$ cat src/rtl/apms_pkg.sv
// Package of constants for the automatic power mode scheduler
//
// Contract
// - Automatic switching is on after reset; clearing its enable turns it off.
// - After reset the block starts in normal power mode.
// - Inactivity period is a programmed count of 512 ms steps.
// - Normal mode steps to reduced mode after a full quiet period.
// - Reduced steps to deepest mode after another quiet period, if enabled.
// - An event on an enabled channel in reduced or deepest mode returns to normal mode.
// - Normal mode converts all enabled channels each cycle at normal rate.
// - Reduced mode converts all enabled channels each cycle at slower rate.
// - Deepest mode converts channel 0 every cycle, others every nth cycle.
// - Divisor n comes from a three-bit setting field.
`default_nettype none
package apms_pkg;
   // ----------------------------------------
   // Modes
   // ----------------------------------------
   typedef enum logic [1:0] {
      normal_power_mode,
      reduced_power_mode,
      deepest_power_mode
   } apms_mode_t;

   // ----------------------------------------
   // Timing
   // ----------------------------------------
   localparam int unsigned CLK_PERIOD_NS   = 10;
   localparam int unsigned TIMER_STEP_MS   = 512;
   localparam int unsigned TIMER_STEP_CYC  = TIMER_STEP_MS * 1000000 / CLK_PERIOD_NS;
   localparam int unsigned RATE_STEP_MS    = 1;
   localparam int unsigned RATE_STEP_CYC   = RATE_STEP_MS * 1000000 / CLK_PERIOD_NS;
   localparam int unsigned NUM_CHAN        = 8;
   localparam logic        AUTO_EN_RST     = 1'b1;
   localparam logic [2:0]  DIV_FIELD_LSB   = 3'h0;
endpackage
`default_nettype wire

$ cat src/rtl/apms_scheduler.sv
// Automatic power mode scheduler with per-mode scan cycle generation
`timescale 1ns/1ps
`default_nettype none
module apms_scheduler
   import apms_pkg::*;
#(
   parameter int unsigned TICK_CYC  = TIMER_STEP_CYC,
   parameter int unsigned RATE_CYC  = RATE_STEP_CYC,
   parameter int unsigned NCH       = NUM_CHAN
) (
   // Clock and reset
   input  wire logic             ref_clk_i,
   input  wire logic             sys_rst_i,
   // Configuration
   input  wire logic             auto_en_i,
   input  wire logic             deep_en_i,
   input  wire logic [2:0]       deep_div_i,
   input  wire logic [7:0]       quiet_steps_i,
   input  wire logic [7:0]       normal_rate_i,
   input  wire logic [7:0]       reduced_rate_i,
   input  wire logic [NCH-1:0]   chan_en_i,
   // Events from scan engine
   input  wire logic [NCH-1:0]   prox_evt_i,
   input  wire logic [NCH-1:0]   touch_evt_i,
   // Status and scan control
   output logic [1:0]            mode_o,
   output logic                  cycle_start_o,
   output logic [NCH-1:0]        scan_mask_o
);

   // ----------------------------------------
   // Event and timer decode
   // ----------------------------------------
   apms_mode_t           mode_r;
   apms_mode_t           mode_nxt;
   logic [31:0]          tick_cnt_r;
   logic [7:0]           step_cnt_r;
   logic [31:0]          rate_cnt_r;
   logic [7:0]           ms_cnt_r;
   logic [2:0]           deep_cyc_r;
   logic                 cycle_start_r;
   logic [NCH-1:0]       scan_mask_r;

   wire                  any_evt;
   wire                  tick_done;
   wire                  quiet_done;
   wire                  mode_chg;
   wire                  ms_done;
   wire [7:0]            rate_sel;
   wire                  cyc_fire;
   wire [2:0]            div_m1;
   wire                  deep_full;

   // Zero limit behaves as one; nine bits keep a full count from wrapping
   function automatic logic limit_hit(input logic [7:0] cnt, input logic [7:0] lim);
      logic [8:0] sum;
      sum = {1'b0, cnt} + 9'h001;
      return (sum >= {1'b0, lim});
   endfunction

   assign any_evt    = |((prox_evt_i | touch_evt_i) & chan_en_i);
   assign tick_done  = (tick_cnt_r == TICK_CYC - 1);
   // A zero period counts as one step so the timer can still expire
   assign quiet_done = tick_done && limit_hit(step_cnt_r, quiet_steps_i);
   assign mode_chg   = (mode_nxt != mode_r);

   // ----------------------------------------
   // Mode selection
   // ----------------------------------------
   always_comb begin
      mode_nxt = mode_r;
      case (mode_r)
         normal_power_mode: begin
            if (auto_en_i && !any_evt && quiet_done) begin
               mode_nxt = reduced_power_mode;
            end
         end
         reduced_power_mode: begin
            if (any_evt) begin
               mode_nxt = normal_power_mode;
            end else if (auto_en_i && deep_en_i && quiet_done) begin
               mode_nxt = deepest_power_mode;
            end
         end
         deepest_power_mode: begin
            if (any_evt) begin
               mode_nxt = normal_power_mode;
            end
         end
         default: begin
            mode_nxt = normal_power_mode;
         end
      endcase
   end

   always_ff @(posedge ref_clk_i or posedge sys_rst_i) begin
      if (sys_rst_i) begin
         mode_r <= normal_power_mode;
      end else begin
         mode_r <= mode_nxt;
      end
   end

   // ----------------------------------------
   // Inactivity timer
   // ----------------------------------------
   always_ff @(posedge ref_clk_i or posedge sys_rst_i) begin
      if (sys_rst_i) begin
         tick_cnt_r <= 32'h0;
         step_cnt_r <= 8'h00;
      end else if (any_evt || mode_chg) begin
         tick_cnt_r <= 32'h0;
         step_cnt_r <= 8'h00;
      end else if (tick_done) begin
         tick_cnt_r <= 32'h0;
         // Saturate so a held expiry does not wrap while switching is off
         if (step_cnt_r != 8'hff && !quiet_done) begin
            step_cnt_r <= step_cnt_r + 8'h01;
         end
      end else begin
         tick_cnt_r <= tick_cnt_r + 32'h1;
      end
   end

   // ----------------------------------------
   // Scan cycle pacing
   // ----------------------------------------
   // Rate byte is a period in ms steps; zero is treated as one step
   assign rate_sel  = (mode_r == normal_power_mode) ? normal_rate_i : reduced_rate_i;
   assign ms_done   = (rate_cnt_r == RATE_CYC - 1);
   assign cyc_fire  = ms_done && limit_hit(ms_cnt_r, rate_sel);
   assign div_m1    = (deep_div_i == 3'h0) ? 3'h0 : deep_div_i - 3'h1;
   assign deep_full = (deep_cyc_r == 3'h0);

   always_ff @(posedge ref_clk_i or posedge sys_rst_i) begin
      if (sys_rst_i) begin
         rate_cnt_r <= 32'h0;
         ms_cnt_r   <= 8'h00;
      end else if (mode_chg || ms_done) begin
         rate_cnt_r <= 32'h0;
         ms_cnt_r   <= (mode_chg || cyc_fire) ? 8'h00 : ms_cnt_r + 8'h01;
      end else begin
         rate_cnt_r <= rate_cnt_r + 32'h1;
      end
   end

   always_ff @(posedge ref_clk_i or posedge sys_rst_i) begin
      if (sys_rst_i) begin
         deep_cyc_r    <= 3'h0;
         cycle_start_r <= 1'b0;
         scan_mask_r   <= '0;
      end else begin
         cycle_start_r <= cyc_fire && !mode_chg;
         if (mode_chg) begin
            deep_cyc_r <= 3'h0;
         end else if (cyc_fire) begin
            if (mode_r == deepest_power_mode) begin
               // Channel 0 each cycle, the rest on the full cycle only
               scan_mask_r <= deep_full ? chan_en_i
                                        : (chan_en_i & {{(NCH-1){1'b0}}, 1'b1});
               deep_cyc_r  <= (deep_cyc_r >= div_m1) ? 3'h0 : deep_cyc_r + 3'h1;
            end else begin
               scan_mask_r <= chan_en_i;
            end
         end
      end
   end

   assign mode_o        = mode_r;
   assign cycle_start_o = cycle_start_r;
   assign scan_mask_o   = scan_mask_r;

   // ----------------------------------------
   // Checks: mode sequencing
   // ----------------------------------------
   chk_event_wakes: assert property (@(posedge ref_clk_i) disable iff (sys_rst_i)
      (any_evt && mode_r != normal_power_mode) |=> (mode_r == normal_power_mode))
      else $error("event did not return to normal mode");

   chk_wake_target: assert property (@(posedge ref_clk_i) disable iff (sys_rst_i)
      (mode_chg && any_evt) |-> (mode_nxt == normal_power_mode))
      else $error("event moved mode away from normal");

   chk_deep_stays: assert property (@(posedge ref_clk_i) disable iff (sys_rst_i)
      (mode_r == deepest_power_mode && !any_evt) |=> (mode_r == deepest_power_mode))
      else $error("deepest left without an event");

   chk_hold_disabled: assert property (@(posedge ref_clk_i) disable iff (sys_rst_i)
      (!auto_en_i && !any_evt) |=> $stable(mode_r))
      else $error("mode moved with switching off");

   chk_auto_gate: assert property (@(posedge ref_clk_i) disable iff (sys_rst_i)
      (mode_r == normal_power_mode && !auto_en_i) |=> (mode_r == normal_power_mode))
      else $error("normal stepped down with switching off");

   chk_reduced_hold: assert property (@(posedge ref_clk_i) disable iff (sys_rst_i)
      (mode_r == reduced_power_mode && !auto_en_i && !any_evt) |=> (mode_r == reduced_power_mode))
      else $error("reduced moved with switching off");

   chk_step_enabled: assert property (@(posedge ref_clk_i) disable iff (sys_rst_i)
      (mode_chg && mode_nxt != normal_power_mode) |-> auto_en_i)
      else $error("step down while switching off");

   chk_step_quiet: assert property (@(posedge ref_clk_i) disable iff (sys_rst_i)
      (mode_chg && mode_nxt != normal_power_mode) |-> !any_evt)
      else $error("step down despite an event");

   chk_normal_step: assert property (@(posedge ref_clk_i) disable iff (sys_rst_i)
      (mode_r == normal_power_mode && auto_en_i && !any_evt && quiet_done)
      |=> (mode_r == reduced_power_mode))
      else $error("normal did not step down");

   chk_reduced_entry: assert property (@(posedge ref_clk_i) disable iff (sys_rst_i)
      (mode_chg && mode_nxt == reduced_power_mode) |-> (mode_r == normal_power_mode))
      else $error("reduced entered from deepest");

   chk_deep_gate: assert property (@(posedge ref_clk_i) disable iff (sys_rst_i)
      (mode_r == reduced_power_mode && !deep_en_i) |=> (mode_r != deepest_power_mode))
      else $error("deepest entered while disabled");

   chk_deep_needs_en: assert property (@(posedge ref_clk_i) disable iff (sys_rst_i)
      (mode_chg && mode_nxt == deepest_power_mode) |-> deep_en_i)
      else $error("deepest entered with deepest disabled");

   chk_deep_expiry: assert property (@(posedge ref_clk_i) disable iff (sys_rst_i)
      (mode_r == reduced_power_mode && auto_en_i && deep_en_i && !any_evt && quiet_done)
      |=> (mode_r == deepest_power_mode))
      else $error("reduced did not step to deepest");

   chk_no_skip: assert property (@(posedge ref_clk_i) disable iff (sys_rst_i)
      (mode_r == normal_power_mode) |=> (mode_r != deepest_power_mode))
      else $error("normal jumped to deepest");

   chk_early_step: assert property (@(posedge ref_clk_i) disable iff (sys_rst_i)
      (mode_r != mode_nxt && mode_nxt != normal_power_mode) |-> tick_done)
      else $error("step down without timer expiry");

   chk_mode_legal: assert property (@(posedge ref_clk_i) disable iff (sys_rst_i)
      (mode_o != 2'h3))
      else $error("mode left its legal codes");

   // ----------------------------------------
   // Checks: inactivity timer
   // ----------------------------------------
   chk_timer_restart: assert property (@(posedge ref_clk_i) disable iff (sys_rst_i)
      (any_evt || mode_chg) |=> (step_cnt_r == 8'h00 && tick_cnt_r == 32'h0))
      else $error("timer not restarted");

   chk_tick_bound: assert property (@(posedge ref_clk_i) disable iff (sys_rst_i)
      (tick_cnt_r < TICK_CYC))
      else $error("tick counter past its period");

   chk_tick_count: assert property (@(posedge ref_clk_i) disable iff (sys_rst_i)
      (!any_evt && !mode_chg && !tick_done)
      |=> (tick_cnt_r == $past(tick_cnt_r) + 32'h1))
      else $error("tick counter skipped");

   chk_step_count: assert property (@(posedge ref_clk_i) disable iff (sys_rst_i)
      (tick_done && !any_evt && !mode_chg && !quiet_done)
      |=> (step_cnt_r == $past(step_cnt_r) + 8'h01))
      else $error("step counter missed a period");

   chk_step_idle: assert property (@(posedge ref_clk_i) disable iff (sys_rst_i)
      (!tick_done && !any_evt && !mode_chg)
      |=> $stable(step_cnt_r))
      else $error("step counter moved between periods");

   // ----------------------------------------
   // Checks: scan pacing
   // ----------------------------------------
   // Mask and pulse move on the same edge, so a mask stands for its whole cycle
   chk_full_mask: assert property (@(posedge ref_clk_i) disable iff (sys_rst_i)
      (cyc_fire && !mode_chg && mode_r != deepest_power_mode)
      |=> (scan_mask_o == $past(chan_en_i) && cycle_start_o))
      else $error("normal or reduced cycle not full");

   chk_pulse_single: assert property (@(posedge ref_clk_i) disable iff (sys_rst_i)
      (cycle_start_o && RATE_CYC > 32'h1) |=> !cycle_start_o)
      else $error("cycle start held past one cycle");

   chk_mask_hold: assert property (@(posedge ref_clk_i) disable iff (sys_rst_i)
      !cycle_start_o |-> $stable(scan_mask_o))
      else $error("scan mask changed between cycles");

   chk_pace_restart: assert property (@(posedge ref_clk_i) disable iff (sys_rst_i)
      mode_chg |=> (rate_cnt_r == 32'h0 && ms_cnt_r == 8'h00 && !cycle_start_o))
      else $error("pacing not restarted on mode change");

   chk_deep_mask: assert property (@(posedge ref_clk_i) disable iff (sys_rst_i)
      (cyc_fire && !mode_chg && mode_r == deepest_power_mode && !deep_full)
      |=> (scan_mask_o[NCH-1:1] == '0))
      else $error("deepest partial cycle scanned others");

   chk_ch0_kept: assert property (@(posedge ref_clk_i) disable iff (sys_rst_i)
      (cyc_fire && !mode_chg)
      |=> (scan_mask_o[0] == $past(chan_en_i[0])))
      else $error("channel 0 left out of a cycle");

   chk_deep_full_mask: assert property (@(posedge ref_clk_i) disable iff (sys_rst_i)
      (cyc_fire && !mode_chg && mode_r == deepest_power_mode && deep_full)
      |=> (scan_mask_o == $past(chan_en_i)))
      else $error("deepest full cycle not full");

   chk_deep_first: assert property (@(posedge ref_clk_i) disable iff (sys_rst_i)
      (mode_chg && mode_nxt == deepest_power_mode) |=> deep_full)
      else $error("first deepest cycle not full");

   chk_deep_wrap: assert property (@(posedge ref_clk_i) disable iff (sys_rst_i)
      (cyc_fire && !mode_chg && mode_r == deepest_power_mode && deep_cyc_r >= div_m1)
      |=> deep_full)
      else $error("deepest divisor count did not wrap");

endmodule
`default_nettype wire

$ cat config.mk
export PLATFORM = sky130hd
export DESIGN_NAME = apms_scheduler
export DESIGN_NICKNAME = d
export VERILOG_FILES = /design/src/rtl/apms_pkg.sv /design/src/rtl/apms_scheduler.sv
export SDC_FILE = /design/constraint.sdc
export NUM_CORES = 1
export LEC_CHECK = 0
export ABC_AREA = 1
export BUFFER_PORTS_ARGS = -buffer_cell sky130_fd_sc_hd__buf_2
export CAP_MARGIN = 20
export CORE_MARGIN = 1.5
export CORE_UTILIZATION = 40
export DETAILED_ROUTE_END_ITERATION = 7
export PLACE_DENSITY = 0.58
export RECOVER_POWER = 50
export SYNTH_ARGS = -nofsm -noshare
export SYNTH_HDL_FRONTEND = slang
export SYNTH_SLANG_ARGS = --single-unit
export TNS_END_PERCENT = 100
$ cat constraint.sdc
create_clock -name ref_clk_i -period 3.4 [get_ports ref_clk_i]
set_clock_uncertainty 0.1 [all_clocks]
set_input_delay 0.68 -clock ref_clk_i [delete_from_list [all_inputs] [get_ports ref_clk_i]]
set_output_delay 0.68 -clock ref_clk_i [all_outputs]
set_load 0.05 [all_outputs]
==> qor.yml <==
yosys.area_share.adder_pct: 5.71
io_buffer_count: 65
power_frac_seq_pct: 48.2
gp_congestion: 0.869
cp_slowest_stage_delay_ns: 0.40
synth_top_family_by_area: "simple AND/OR/NAND/NOR gates"
timing_hold_violations_final: 0
antenna_found_initial: 0
crit_buf_inv: 2
place_ws_ns: 0.255
synthMuxAreaShare_pct: 1.38
fin_crit_sh_pct: 91.3
core_mm2: 0.0145
worstSetupPathType: "reg2reg"
p_comb_share_pct: 4.1
netSwitchingPower_mw: 0.480
async_reset_ff_share_pct: 100
ant_nets: 0
avgSynthCellArea_um2: 8.19
yosysWarnings: 0
crit_chain: "ha_1 > nand3_2 > nor2_2 > xor2_1 > ha_1 > nand2_1 > inv_1 > nand2_1 > nand2_1 > nand2_2 > nand2_2 > nand3_1 > nand4_1 > nand2_4 > nand2_4 > inv_6 > nand2_4 > nor2_1"
synth_top_area_share_pct: 39.8
cts_buffer_depth: 2
yosysSeqAreaShare_pct: 39.8
p_int_mw: 1.84
die_w_um: 125
h-tree-depth: 3
slew_violations: 38
wl_per_cell_um: 12.7
cp.required_ns: 3.57
place_hpwl_um: 9480
timing.final.setup_violations: 0
synth_edf_count: 0
io_pins: 66
switching_share_pct: 20.7
hp-class: "reg2reg"
gr-usage-all-layers_pct: 17.0
relSlewSlack_pct: -11.5
ir_drop_uv: 230
vias: 4923
die_height_um: 125
gr-total-overflow: 0
synth-xor-area-share_pct: 8.89
path_delay_family: "simple AND/OR/NAND/NOR gates"
drtPass1Iterations: 4
ys_ff_latch: 94
end_kind: "flop"
p_clk_share_pct: 47.6
synth-compound-area-share_pct: 6.07
die_area_mm2: 0.0155
synthSimpleGateAreaFrac_pct: 30.8
cts.sinks: 94
drc: 0
timing.fmax_mhz: 322
synth.area.top_cells: "dfrtp_1 (40%), nand2_1 (7.9%), xor2_1 (7.3%), nor2_1 (6.5%), ha_1 (5.7%)"
drt-initial-drc-count: 316
tritoncts: "yes"
grt_max_degree: 38
diodes: 0
crit_fanout: 31
grt_pass1_wl_um: 21900
crit_arrival_ns: 3.27
cts-buffers-inserted: 9
worst_pin_slew_ns: 1.66
cpMaxStageDelayCell: "dfrtp_2"
failed_checks: "capacitance limit, slew limit"
grt_pass1_vias: 4819
drv_cap: 1
synth_most_common_cell: "nand2_1"
synth_nets: 804
postCtsSetupBuffers: 0
synth_cell_types: 48
area_growth_pct: 14.2
layout.nets: 878
totalWireLength_um: 12500
powerDensity_mw_per_mm2: 343
synth_flop_cell: "dfrtp_1"
clock_latency_ns: 0.34
startpoint_type: "flop"
rows: 44
cts-root-buf: "clkbuf_16"
setup_tns_ns: 0
syn_inst: 722
clk_pin_slew_worst_paths_ns: 0.07
syn_area_mm2: 0.00591
initial_core_util_pct: 40.8
synth_top_area_cell: "dfrtp_1"
ys_top_cells_by_count: "nand2_1 (124), nor2_1 (103), dfrtp_1 (94)"
layout_min_cycle_time_ns: 3.10
layout_setup_ws_ns: 0.295
leakagePower_nw: 3.25
status: "complete, but fails checks"
rsz0062_at_grt: "no"
routed_via_density: 5.00
drive_above_1_share_pct: 16.9
-- worst min-delay path, delay by kind of cell, from the launching register on --
family             cells  cell delay [ns]
DFF                    1             0.34
AOI/OAI and AO/OA      1             0.06
and+or+nand+nor        1             0.05
-- through the flow --
step           total power, mW  std cells  hold slack [ns]  utilization (%)  cell area, um2
2_1_floorplan             1.19        722            0.350                -            5910
3_3_place_gp              1.24        969            0.372             44.5            6450
3_5_place_dp              1.24        969            0.379             44.5            6450
4_1_cts                   2.36        984            0.324             46.8            6770
5_1_grt                   2.42        984            0.422             46.7            6760
6_report                  2.32        984            0.388             46.7            6760
-- final timing paths --
path / start / to / slack (ns) / cells after the start
worst max-delay path: step_cnt_r[0]$_DFFE_PP0P_ / rate_cnt_r[12]$_DFF_PP0_ / 0.30 / 18
worst max register to register: step_cnt_r[0]$_DFFE_PP0P_ / rate_cnt_r[12]$_DFF_PP0_ / 0.30 / 18
max in group asynchronous: sys_rst_i / rate_cnt_r[21]$_DFF_PP0_ / 0.90 / 3
worst min-delay path: scan_mask_o[0]$_DFFE_PP0P_ / scan_mask_o[0]$_DFFE_PP0P_ / 0.39 / 2
min in group asynchronous: sys_rst_i / step_cnt_r[6]$_DFFE_PP0P_ / 0.62 / 2
worst min register to register: scan_mask_o[0]$_DFFE_PP0P_ / scan_mask_o[0]$_DFFE_PP0P_ / 0.39 / 2
-- metal layers --
| layer | track usage (%) | share of wire [%] | up-vias |
|---|---|---|---|
| met5 | 0 | 0 | - |
| met4 | 4.73 | 0.81 | 0 |
| met3 | 3.69 | 3.9 | 13 |
| met2 | 27.8 | 47 | 77 |
| met1 | 22.8 | 49 | 2327 |
| li1 | - | - | 2506 |
-- registers in the layout (all words and copies together), names as in the netlist --
name	flops
mode_o	2
ms_cnt_r	8
rate_cnt_r	32
cycle_start_o	1
step_cnt_r	8
tick_cnt_r	32
deep_cyc_r	3
scan_mask_o	8
-- kinds of logic after synthesis --
family	after synthesis
flops	94
xor+xnor	60
simple gates	372
buf+inv	101
compound gates	60
mux	8
fa+ha+maj	27
-- layout by cell type, fill, tap and decap left out, drive strengths merged, types with 26 or more instances in the layout --
| master | synthesis | final |
|---|---|---|
| o21ai | 26 | 26 |
| dfrtp | 94 | 94 |
| nand4 | 44 | 44 |
| nor3 | 30 | 30 |
| buf | 8 | 64 |
| nand2 | 132 | 132 |
| inv | 92 | 91 |
| nand3 | 31 | 31 |
| nor2 | 122 | 122 |
| xor2 | 49 | 49 |
| ha | 27 | 27 |
-- layout make-up --
cell class / instances / area (um2)
Fill cell: 1427 / 7720
Timing Repair Buffer: 72 / 364
Multi-Input combinational cell: 527 / 3130
Sequential cell: 94 / 2350
Clock buffer: 12 / 256
Inverter: 92 / 354
Clock inverter: 3 / 67.6
Tap cell: 184 / 230
-- power groups by stage --
stage | Sequential (mW) | Combinational [mW] | Clock [mW]
6_report | 1.12 | 0.0956 | 1.10
5_1_grt | 1.12 | 0.113 | 1.19
4_1_cts | 1.12 | 0.102 | 1.14
3_5_place_dp | 1.14 | 0.102 | 0
3_3_place_gp | 1.14 | 0.0985 | 0
2_1_floorplan | 1.14 | 0.0527 | 0
-- repair_timing --
action                     CTS  global route
setup endpoints to repair    0            43
hold buffers                 0             0
resized for setup            0             2
No activity file was read; power rests on OpenSTA's default activity.
